<file path="src/shared/dcf_pkg.sv">
// constants and carrier types shared by the fifo design files
package dcf_pkg;
  localparam int DCF_DW = 18; // word width
  localparam int DCF_AW = 8; // address width for 256 words
  localparam int DCF_OW = 12; // offset register width
  localparam logic [8:0] DCF_DEPTH_CNT = 9'h100; // memory depth in words
  localparam logic [8:0] DCF_CNT_ZERO = 9'h000;
  localparam logic [8:0] DCF_CNT_ONE = 9'h001;
  localparam logic [12:0] DCF_DEPTH_WIDE = 13'h0100; // depth for offset compares
  localparam logic [12:0] DCF_HALF_WIDE = 13'h0080; // half of depth
  localparam logic [7:0] DCF_PTR_ZERO = 8'h00;
  localparam logic [7:0] DCF_PTR_ONE = 8'h01;
  localparam logic [11:0] DCF_OFS_DEFAULT = 12'h01f; // offset default for 256 deep
  localparam logic [17:0] DCF_DATA_ZERO = 18'h0_0000;
  localparam logic [5:0] DCF_OFS_PAD = 6'h00; // upper data bits on offset readback
  localparam logic [1:0] DCF_VIS_ZERO = 2'h0;
  localparam int DCF_VIS_LAST = 1; // last stage of the write visibility delay

  // flag pins, all active low
  typedef struct packed {
    logic full_flag_n; // full flag, or input ready in fall-through timing
    logic almost_full_n;
    logic half_full_n;
    logic almost_empty_n;
    logic empty_flag_n; // empty flag, or output ready in fall-through timing
  } dcf_flags_type;

  // three-state output bus: value plus drive enable
  typedef struct packed {
    logic [DCF_DW-1:0] data_out;
    logic data_out_oe;
  } dcf_qbus_type;
endpackage

</file>
<file path="src/hw/dcf_word_store.sv">
// word array of the fifo: one write port, one combinational read port
`timescale 1ns/1ns
module dcf_word_store
  import dcf_pkg::*;
(
  input wire logic clk_sys,
  input wire logic wr_en,
  input wire logic [DCF_AW-1:0] wr_addr,
  input wire logic [DCF_DW-1:0] wr_data,
  input wire logic [DCF_AW-1:0] rd_addr,
  output logic [DCF_DW-1:0] rd_data
);
  logic [DCF_DW-1:0] mem_r [0:(1<<DCF_AW)-1]; // storage, not reset on purpose

  // write port
  always_ff @(posedge clk_sys) begin
    if (wr_en) begin
      mem_r[wr_addr] <= wr_data;
    end
  end

  // read is combinational; the caller registers it into the output register
  assign rd_data = mem_r[rd_addr];
endmodule

</file>
<file path="src/hw/dcf_offset_regs.sv">
// almost-empty and almost-full threshold registers with rotating pointers
`timescale 1ns/1ns
module dcf_offset_regs
  import dcf_pkg::*;
(
  input wire logic clk_sys,
  input wire logic rst,
  input wire logic wr_en,
  input wire logic [DCF_OW-1:0] wr_data,
  input wire logic rd_en,
  output logic [DCF_OW-1:0] almost_empty_threshold,
  output logic [DCF_OW-1:0] almost_full_threshold,
  output logic [DCF_OW-1:0] rd_data
);
  logic [DCF_OW-1:0] ae_r, ae_nxt; // empty offset
  logic [DCF_OW-1:0] af_r, af_nxt; // full offset
  logic wsel_r, wsel_nxt; // 0 = empty offset next, 1 = full offset next
  logic rsel_r, rsel_nxt; // readback pointer, independent of wsel

  // next state of offsets and both pointers
  always_comb begin
    ae_nxt = ae_r;
    af_nxt = af_r;
    wsel_nxt = wsel_r;
    rsel_nxt = rsel_r;
    if (rst) begin
      ae_nxt = DCF_OFS_DEFAULT; // RQ4 RQ26
      af_nxt = DCF_OFS_DEFAULT; // RQ4 RQ26
      wsel_nxt = 1'b0;
      rsel_nxt = 1'b0;
    end else begin
      if (wr_en) begin
        // strict rotation; pointer survives leaving load mode
        if (wsel_r) begin
          af_nxt = wr_data; // RQ16 RQ17
        end else begin
          ae_nxt = wr_data; // RQ16 RQ17
        end
        wsel_nxt = ~wsel_r; // RQ17 RQ18
      end
      // edges without a write enable leave wsel untouched
      if (rd_en) begin
        rsel_nxt = ~rsel_r; // RQ20
      end
    end
  end

  // registers only
  always_ff @(posedge clk_sys) begin
    ae_r <= ae_nxt;
    af_r <= af_nxt;
    wsel_r <= wsel_nxt;
    rsel_r <= rsel_nxt;
  end

  assign almost_empty_threshold = ae_r;
  assign almost_full_threshold = af_r;
  assign rd_data = rsel_r ? af_r : ae_r; // RQ20
endmodule

</file>
<file path="src/hw/dcf_fifo.sv">
// 256 x 18 fifo with standard and fall-through timing and threshold flags
// Notes on behaviour
// (RQ1) reset returns both pointers to location zero
// (RQ2) reset: half, almost-full, full high; almost-empty low
// (RQ3) reset empty flag low standard, high fall-through
// (RQ4) reset zeroes output register, loads default offsets
// (RQ5) write stores next location unless full
// (RQ6) write enable high writes nothing
// (RQ7) standard full flag low when full, clock updated
// (RQ8) standard full flag low after depth writes
// (RQ9) fall-through input ready high after depth plus one
// (RQ10) writes ignored while full in either mode
// (RQ11) read loads output register; otherwise it holds
// (RQ12) standard: every word requested, empty reads ignored
// (RQ13) fall-through first word appears on third edge
// (RQ14) fall-through output ready rises on a true read
// (RQ15) output enable low drives bus, high floats it
// (RQ16) two 12-bit offsets written from low data bits
// (RQ17) offset writes rotate empty, full, empty again
// (RQ18) offset write pointer persists outside load mode
// (RQ19) load low, write enable high: nothing happens
// (RQ20) offset readback rotates with its own pointer
// (RQ21) offset readback only in standard timing
// (RQ22) other side never reads and writes offsets together
// (RQ23) almost-empty low at offset words, plus one fall-through
// (RQ24) almost-full low at depth minus offset, plus one
// (RQ25) half-full low above half, high at or below
// (RQ26) default offsets are 31 for this depth
// (RQ27) straps sampled in reset pick timing and flag mode
`timescale 1ns/1ns
module dcf_fifo
  import dcf_pkg::*;
(
  input wire logic clk_sys,
  input wire logic rst,
  input wire logic [DCF_DW-1:0] data_in,
  input wire logic write_enable_n,
  input wire logic load_select_n,
  input wire logic read_enable_n,
  input wire logic output_enable_n,
  input wire logic first_load_n,
  input wire logic read_expand_in_n,
  input wire logic write_expand_in_n,
  output dcf_qbus_type qbus,
  output dcf_flags_type flags,
  output logic partial_flags_sync
);
  // mode straps, held from reset to reset
  logic fall_through_timing_r, fall_through_timing_nxt; // fall-through timing selected
  logic psync_r, psync_nxt; // synchronous partial flags selected
  // pointers and counts
  logic [DCF_AW-1:0] wr_ptr_r, wr_ptr_nxt;
  logic [DCF_AW-1:0] rd_ptr_r, rd_ptr_nxt;
  logic [8:0] mem_cnt_r, mem_cnt_nxt; // words held in the array
  logic [8:0] vis_cnt_r, vis_cnt_nxt; // words the read side may take
  logic [DCF_VIS_LAST:0] vis_pipe_r, vis_pipe_nxt; // write visibility delay
  logic out_valid_r, out_valid_nxt; // fall-through: output register holds a word
  logic [DCF_DW-1:0] dout_r, dout_nxt; // output register
  dcf_flags_type flags_r, flags_nxt;
  // decoded events
  logic full_now; // full as last flagged, blocks writes
  logic wr_acc; // word written this edge
  logic pop; // word moved from array to output register
  logic ofs_wr; // offset register write
  logic ofs_rd; // offset register readback
  logic [DCF_DW-1:0] mem_rdata;
  logic [DCF_OW-1:0] ofs_rdata;
  logic [DCF_OW-1:0] ae_thr;
  logic [DCF_OW-1:0] af_thr;
  logic [8:0] words_nxt; // occupancy including output register in fall-through
  logic [12:0] words_wide;

  // in fall-through the flag bit is input ready, high meaning full
  assign full_now = fall_through_timing_r ? flags_r.full_flag_n : ~flags_r.full_flag_n;

  // request decode
  always_comb begin
    wr_acc = ~write_enable_n & load_select_n & ~full_now; // RQ5 RQ6 RQ10
    ofs_wr = ~write_enable_n & ~load_select_n; // RQ16 RQ19
    ofs_rd = ~read_enable_n & ~load_select_n & ~fall_through_timing_r; // RQ20 RQ21
    if (fall_through_timing_r) begin
      // auto-load into an empty output register, else only on a true read
      pop = (vis_cnt_r != DCF_CNT_ZERO) &
        (~out_valid_r | (~read_enable_n & load_select_n)); // RQ13 RQ14
    end else begin
      pop = (vis_cnt_r != DCF_CNT_ZERO) & ~read_enable_n & load_select_n; // RQ11 RQ12
    end
  end

  // straps are caught only while reset is applied
  always_comb begin
    fall_through_timing_nxt = fall_through_timing_r;
    psync_nxt = psync_r;
    if (rst) begin
      fall_through_timing_nxt = ~read_expand_in_n & write_expand_in_n; // RQ27
      psync_nxt = first_load_n; // RQ27
    end
  end

  // pointers, counts and visibility delay
  always_comb begin
    wr_ptr_nxt = wr_ptr_r;
    rd_ptr_nxt = rd_ptr_r;
    mem_cnt_nxt = mem_cnt_r;
    vis_cnt_nxt = vis_cnt_r;
    vis_pipe_nxt = vis_pipe_r;
    if (rst) begin
      wr_ptr_nxt = DCF_PTR_ZERO; // RQ1
      rd_ptr_nxt = DCF_PTR_ZERO; // RQ1
      mem_cnt_nxt = DCF_CNT_ZERO;
      vis_cnt_nxt = DCF_CNT_ZERO;
      vis_pipe_nxt = DCF_VIS_ZERO;
    end else begin
      // a write reaches the read side two edges late, which gives the
      // fall-through first word its third-edge latency
      vis_pipe_nxt = {vis_pipe_r[DCF_VIS_LAST-1:0], wr_acc}; // RQ13
      if (wr_acc) begin
        wr_ptr_nxt = wr_ptr_r + DCF_PTR_ONE; // RQ5
      end
      if (pop) begin
        rd_ptr_nxt = rd_ptr_r + DCF_PTR_ONE;
      end
      mem_cnt_nxt = mem_cnt_r + (wr_acc ? DCF_CNT_ONE : DCF_CNT_ZERO)
        - (pop ? DCF_CNT_ONE : DCF_CNT_ZERO);
      vis_cnt_nxt = vis_cnt_r + (vis_pipe_r[DCF_VIS_LAST] ? DCF_CNT_ONE : DCF_CNT_ZERO)
        - (pop ? DCF_CNT_ONE : DCF_CNT_ZERO);
    end
  end

  // output register and fall-through valid bit
  always_comb begin
    dout_nxt = dout_r;
    out_valid_nxt = out_valid_r;
    if (rst) begin
      dout_nxt = DCF_DATA_ZERO; // RQ4
      out_valid_nxt = 1'b0;
    end else if (ofs_rd) begin
      dout_nxt = {DCF_OFS_PAD, ofs_rdata}; // RQ20
    end else if (pop) begin
      dout_nxt = mem_rdata; // RQ11
      out_valid_nxt = 1'b1;
    end else if (fall_through_timing_r & out_valid_r & ~read_enable_n & load_select_n) begin
      // last word taken: data stays, ready flag rises
      out_valid_nxt = 1'b0; // RQ14
    end
  end

  // flags follow the state that the same edge produces
  always_comb begin
    words_nxt = mem_cnt_nxt + ((fall_through_timing_r & out_valid_nxt) ? DCF_CNT_ONE : DCF_CNT_ZERO);
    words_wide = {4'h0, words_nxt};
    flags_nxt = flags_r;
    if (rst) begin
      flags_nxt.full_flag_n = 1'b1; // RQ2
      flags_nxt.almost_full_n = 1'b1; // RQ2
      flags_nxt.half_full_n = 1'b1; // RQ2
      flags_nxt.almost_empty_n = 1'b0; // RQ2
      flags_nxt.empty_flag_n = fall_through_timing_nxt; // RQ3
    end else begin
      if (fall_through_timing_r) begin
        // input ready low while the array or output register has room
        flags_nxt.full_flag_n = (mem_cnt_nxt == DCF_DEPTH_CNT) & out_valid_nxt; // RQ9
        flags_nxt.empty_flag_n = ~out_valid_nxt; // RQ14
      end else begin
        flags_nxt.full_flag_n = mem_cnt_nxt != DCF_DEPTH_CNT; // RQ7 RQ8
        flags_nxt.empty_flag_n = vis_cnt_nxt != DCF_CNT_ZERO; // RQ12
      end
      flags_nxt.almost_empty_n = words_wide >
        ({1'b0, ae_thr} + {12'h000, fall_through_timing_r}); // RQ23
      flags_nxt.almost_full_n = (words_wide + {1'b0, af_thr}) <
        (DCF_DEPTH_WIDE + {12'h000, fall_through_timing_r}); // RQ24
      flags_nxt.half_full_n = words_wide <=
        (DCF_HALF_WIDE + {12'h000, fall_through_timing_r}); // RQ25
    end
  end

  // all state of this module, registered only
  always_ff @(posedge clk_sys) begin
    fall_through_timing_r <= fall_through_timing_nxt;
    psync_r <= psync_nxt;
    wr_ptr_r <= wr_ptr_nxt;
    rd_ptr_r <= rd_ptr_nxt;
    mem_cnt_r <= mem_cnt_nxt;
    vis_cnt_r <= vis_cnt_nxt;
    vis_pipe_r <= vis_pipe_nxt;
    out_valid_r <= out_valid_nxt;
    dout_r <= dout_nxt;
    flags_r <= flags_nxt;
  end

  // word array
  dcf_word_store dcf_word_store_i (
    .clk_sys (clk_sys),
    .wr_en (wr_acc),
    .wr_addr (wr_ptr_r),
    .wr_data (data_in),
    .rd_addr (rd_ptr_r),
    .rd_data (mem_rdata)
  );

  // threshold registers share data_in with the array
  dcf_offset_regs dcf_offset_regs_i (
    .clk_sys (clk_sys),
    .rst (rst),
    .wr_en (ofs_wr),
    .wr_data (data_in[DCF_OW-1:0]),
    .rd_en (ofs_rd),
    .almost_empty_threshold (ae_thr),
    .almost_full_threshold (af_thr),
    .rd_data (ofs_rdata)
  );

  // pins; the bus wire is resolved outside from the enable
  assign qbus.data_out = dout_r;
  assign qbus.data_out_oe = ~output_enable_n; // RQ15
  assign flags = flags_r;
  // one clock here, so both partial flag modes update alike; mode is reported
  assign partial_flags_sync = psync_r;
endmodule

</file>
<file path="config.mk">
export PLATFORM = sky130hd
export DESIGN_NAME = dcf_fifo
export DESIGN_NICKNAME = d
export VERILOG_FILES = /design/src/shared/dcf_pkg.sv /design/src/hw/dcf_word_store.sv /design/src/hw/dcf_offset_regs.sv /design/src/hw/dcf_fifo.sv
export SDC_FILE = /design/constraint.sdc
export NUM_CORES = 2
export LEC_CHECK = 0
export BUFFER_PORTS_ARGS = -buffer_cell sky130_fd_sc_hd__buf_4
export CAP_MARGIN = 20
export CORE_ASPECT_RATIO = 0.6
export CORE_MARGIN = 4
export CORE_UTILIZATION = 57
export CTS_CLUSTER_DIAMETER = 30
export DETAILED_ROUTE_END_ITERATION = 16
export PLACE_DENSITY_LB_ADDON = 0.15
export RECOVER_POWER = 100
export SLEW_MARGIN = 40
export SYNTH_ARGS = -nofsm -noshare
export SYNTH_HDL_FRONTEND = slang
export SYNTH_HIERARCHICAL = 1
export SYNTH_MEMORY_MAX_BITS = 65536
export SYNTH_SLANG_ARGS = --single-unit
</file>
<file path="constraint.sdc">
create_clock -name clk_sys -period 5.1 [get_ports clk_sys]
set_input_delay 0.765 -clock clk_sys [delete_from_list [all_inputs] [get_ports clk_sys]]
set_output_delay 0.765 -clock clk_sys [all_outputs]
set_load 0.03 [all_outputs]
</file>
==> reports/metrics.cfg <==
[cts]
clk_pin_slew_ns=0.05
clock_sinks=4696
tritoncts=yes
cts.path.max_buffers=4
cts_buffers=584
htree_num_levels=6
clk_latency_ns=0.97
cts-root-buf=clkbuf_16

[synth]
synth_mux_area_share_pct=15.1
ys_seq_area_share_pct=76.5
synth-compound-area-share_pct=3.74
synth_edf_count=4609
synth-seq-cells=4696
synth_xor_area_share_pct=0.201
ys_warn_count=6
synth_ff_type=edfxtp_1
syn_nets=8958
synth-simple-area-share_pct=2.24
syn_inst=8881
synthAdderAreaFrac_pct=0.354
ys_types=79
postSynthAreaPerCell_sq_um=20.6
synth_area_sq_um=183000
async_reset_ff_share_pct=0
synth_top_family_by_area=multiplexers

[pwr]
p_leak_uw=0.0668
ir_worst_vdd_uv=431
power.total_uw=98900
powerDensity_nw_per_um2=465

[floorplanning]
fp-row-count=160
die_area_sq_um=331000
dieHeight_um=447
pin_count=52
core_region_area_sq_um=318000
initial_core_util_pct=57.6
die_w_um=740

[placement]
hpwlAfterDp_um=310000
placedCellCount=13300
place_ws_ns=-0.358
place_area_sq_um=193000
gp_congestion=0.983
port_buffers=51

[cells_and_area]
final_cell_mix=edfxtp_1 (4,609), mux4_2 (864), mux2i_1 (814)
drive_above_1_share_pct=28.4
area_growth_pct=16.0
seqCellArea_sq_um=140000
multi_input_area_sq_um=40800
fill_cells=20200
final_area_sq_um=212000
layout_commonest_cell=edfxtp_1
fin_cells=14400
nets=9745

[setup_path]
crit_family=buffers and inverters
crit_fanout=112
cp.buffers_inverters=3
end_kind=register
path_cells=clkbuf_1 -> clkdlybuf4s25_1 -> buf_12
cp.required_ns=5.73
cp.arrival_ns=5.79
startpoint_type=input port
crit_type=in2reg
critPathMaxStageDelay_ns=3.02
crit_slowest_cell=clkdlybuf4s25_1

[route]
drc=0
drt-vias-per-instance=6.77
drt_pass1_iterations=6
drt-total-wl_um=513000
wl_per_cell_um=35.7
first_iter_violations=15300
detail-route-antenna-nets=0
via_count=97300

[timing]
clock.fmax_mhz=194
skew_ns=0.0645
rsz0062_at_grt=true
setup_slack_ns=-0.0552
tightestPinTransition_ns=5.59
fin_crit_sh_pct=101
fin_crit_ns=5.16
finalHoldViolations=0
finalSetupViolations=123
report.final.slew_viol_count=2784
slew_headroom_pct=-272

[run]
maxCapViolations=37

[grt]
grt.total_usage_pct=30.8
grt_overflow_total=0
grt_max_degree=148
grt_antenna_before_repair=21
grt_pass1_vias=93100
grt_first_pass_wirelength_um=718000

[worst_hold_path]
min_path_type=in2reg

[status]
outcome=finished, violations left
violations=capacitance limit, slew limit, setup timing

[worst register-to-register path, stage by stage, from the launching register on]
cell and delay (ns):
dfxtp_1 0.31, inv_1 0.08, ha_2 0.17, nand4b_1 0.15
nor3_2 0.19, a21o_1 0.16, inv_2 0.05, ha_1 0.26
inv_1 0.04, ha_2 0.18, fa_1 0.51, nor2b_4 0.18
ha_4 0.15, nand3_1 0.07, or3_4 0.34, buf_4 0.15
xnor2_2 0.13, nor2_2 0.16, ha_4 0.24, a2111oi_4 0.32
o21bai_2 0.13, nor4bb_1 0.16, or4_1 0.51, a31o_2 0.22
[repair_timing]
| action | 4_1_cts | 5_1_grt |
|---|---|---|
| hold endpoints to repair | 2 | 0 |
| gates resized for setup | 14 | 14 |
| pin swaps | 9 | 10 |
| hold buffers | 2 | 0 |
| setup buffers | 6 | 4 |
| endpoints found under the setup margin | 1 | 2 |
[cells by family after synthesis]
kind of cell               after synthesis
DFF                                   4696
muxes                                 1691
AOI/OAI and AO/OA                      975
and+or+nand+nor                        868
buffers and inverters                  559
adders and majority gates               50
xor gates and xnor gates                42
[where the power goes]
group          internal [uW]  switching [uW]  leakage (uW)
Clock                  25800           16500       0.00964
Combinational           6020            7860        0.0150
Sequential             42600             143        0.0421
[worst paths after layout]
check / slack, ns / startpoint / end / depth (start not counted)
min: 0.28 / read_enable_n / out_valid_r / 4
min reg2reg: 0.46 / vis_pipe_r[0] / vis_pipe_r[1] / 1
max: -0.06 / data_in[1] / dcf_word_store_i/mem_r[214][1] / 3
max reg2reg: 0.13 / vis_cnt_r[4] / flags[3] / 23
[through the flow]
step | util (%) | hold slack, ns | setup TNS [ns]
2_1_floorplan | - | 0.414 | 0
3_3_place_gp | 60.3 | 0.437 | -0.344
3_5_place_dp | 60.5 | 0.445 | -0.358
4_1_cts | 66.8 | 0.177 | 0
5_1_grt | 66.7 | 0.262 | -21.93
6_report | 66.7 | 0.279 | -3.26
[per-layer routing]
metal	routed length, um	up-vias	track usage (%)	share of wire, %
li1	-	39100	-	-
met1	208000	50900	47.8	41
met2	211000	6571	40.8	41
met3	80500	755	12.5	16
met4	12200	8	7.26	2.4
met5	726	-	0.726	0.14
[Yosys cell counts (19+ instances only)]
| cell | count | area share, % |
|---|---|---|
| edfxtp_1 | 4609 | 76 |
| mux4_2 | 864 | 11 |
| mux2i_1 | 814 | 4.4 |
| nor2_1 | 355 | 0.73 |
| o221ai_1 | 317 | 1.5 |
| o22ai_1 | 238 | 0.81 |
| clkbuf_1 | 237 | 0.49 |
| a21oi_1 | 221 | 0.60 |
| nor3_1 | 168 | 0.46 |
| nand2_1 | 142 | 0.29 |
| buf_2 | 98 | 0.27 |
| buf_6 | 89 | 0.55 |
| dfxtp_1 | 87 | 0.95 |
| a22oi_1 | 51 | 0.21 |
| ha_1 | 47 | 0.32 |
| nand3_1 | 44 | 0.12 |
| buf_1 | 39 | 0.080 |
| nand4_1 | 37 | 0.13 |
| buf_4 | 35 | 0.14 |
| inv_1 | 34 | 0.070 |
| nand2b_1 | 29 | 0.099 |
| o21ai_0 | 25 | 0.068 |
| a31oi_1 | 23 | 0.079 |
| xor2_1 | 23 | 0.11 |
| nor4_1 | 20 | 0.068 |
| a22o_1 | 19 | 0.091 |
| nor4_2 | 19 | 0.13 |
| xnor2_1 | 19 | 0.091 |
[final cells by class]
class / instances / share of cell area [%]
sequential: 4696 / 66.0
multi-input combinational: 3626 / 19.2
clock buffer: 658 / 7.28
timing repair buffer: 723 / 2.85
tap: 4212 / 2.48
clock inverter: 395 / 2.13
inverter: 37 / 0.0713
antenna: 15 / 0.0177
[sequential cells by signal (all words and copies together) (netlist names)]
register,cells
dcf_word_store_i/mem_r,4608
dout_r,18
dcf_offset_regs_i/almost_empty_threshold,12
dcf_offset_regs_i/almost_full_threshold,12
mem_cnt_r,9
vis_cnt_r,9
rd_ptr_r,8
wr_ptr_r,8
flags,5
vis_pipe_r,2
dcf_offset_regs_i/rsel_r,1
dcf_offset_regs_i/wsel_r,1
fall_through_timing_r,1
out_valid_r,1
partial_flags_sync,1
No activity file was read; power rests on OpenSTA's default activity.
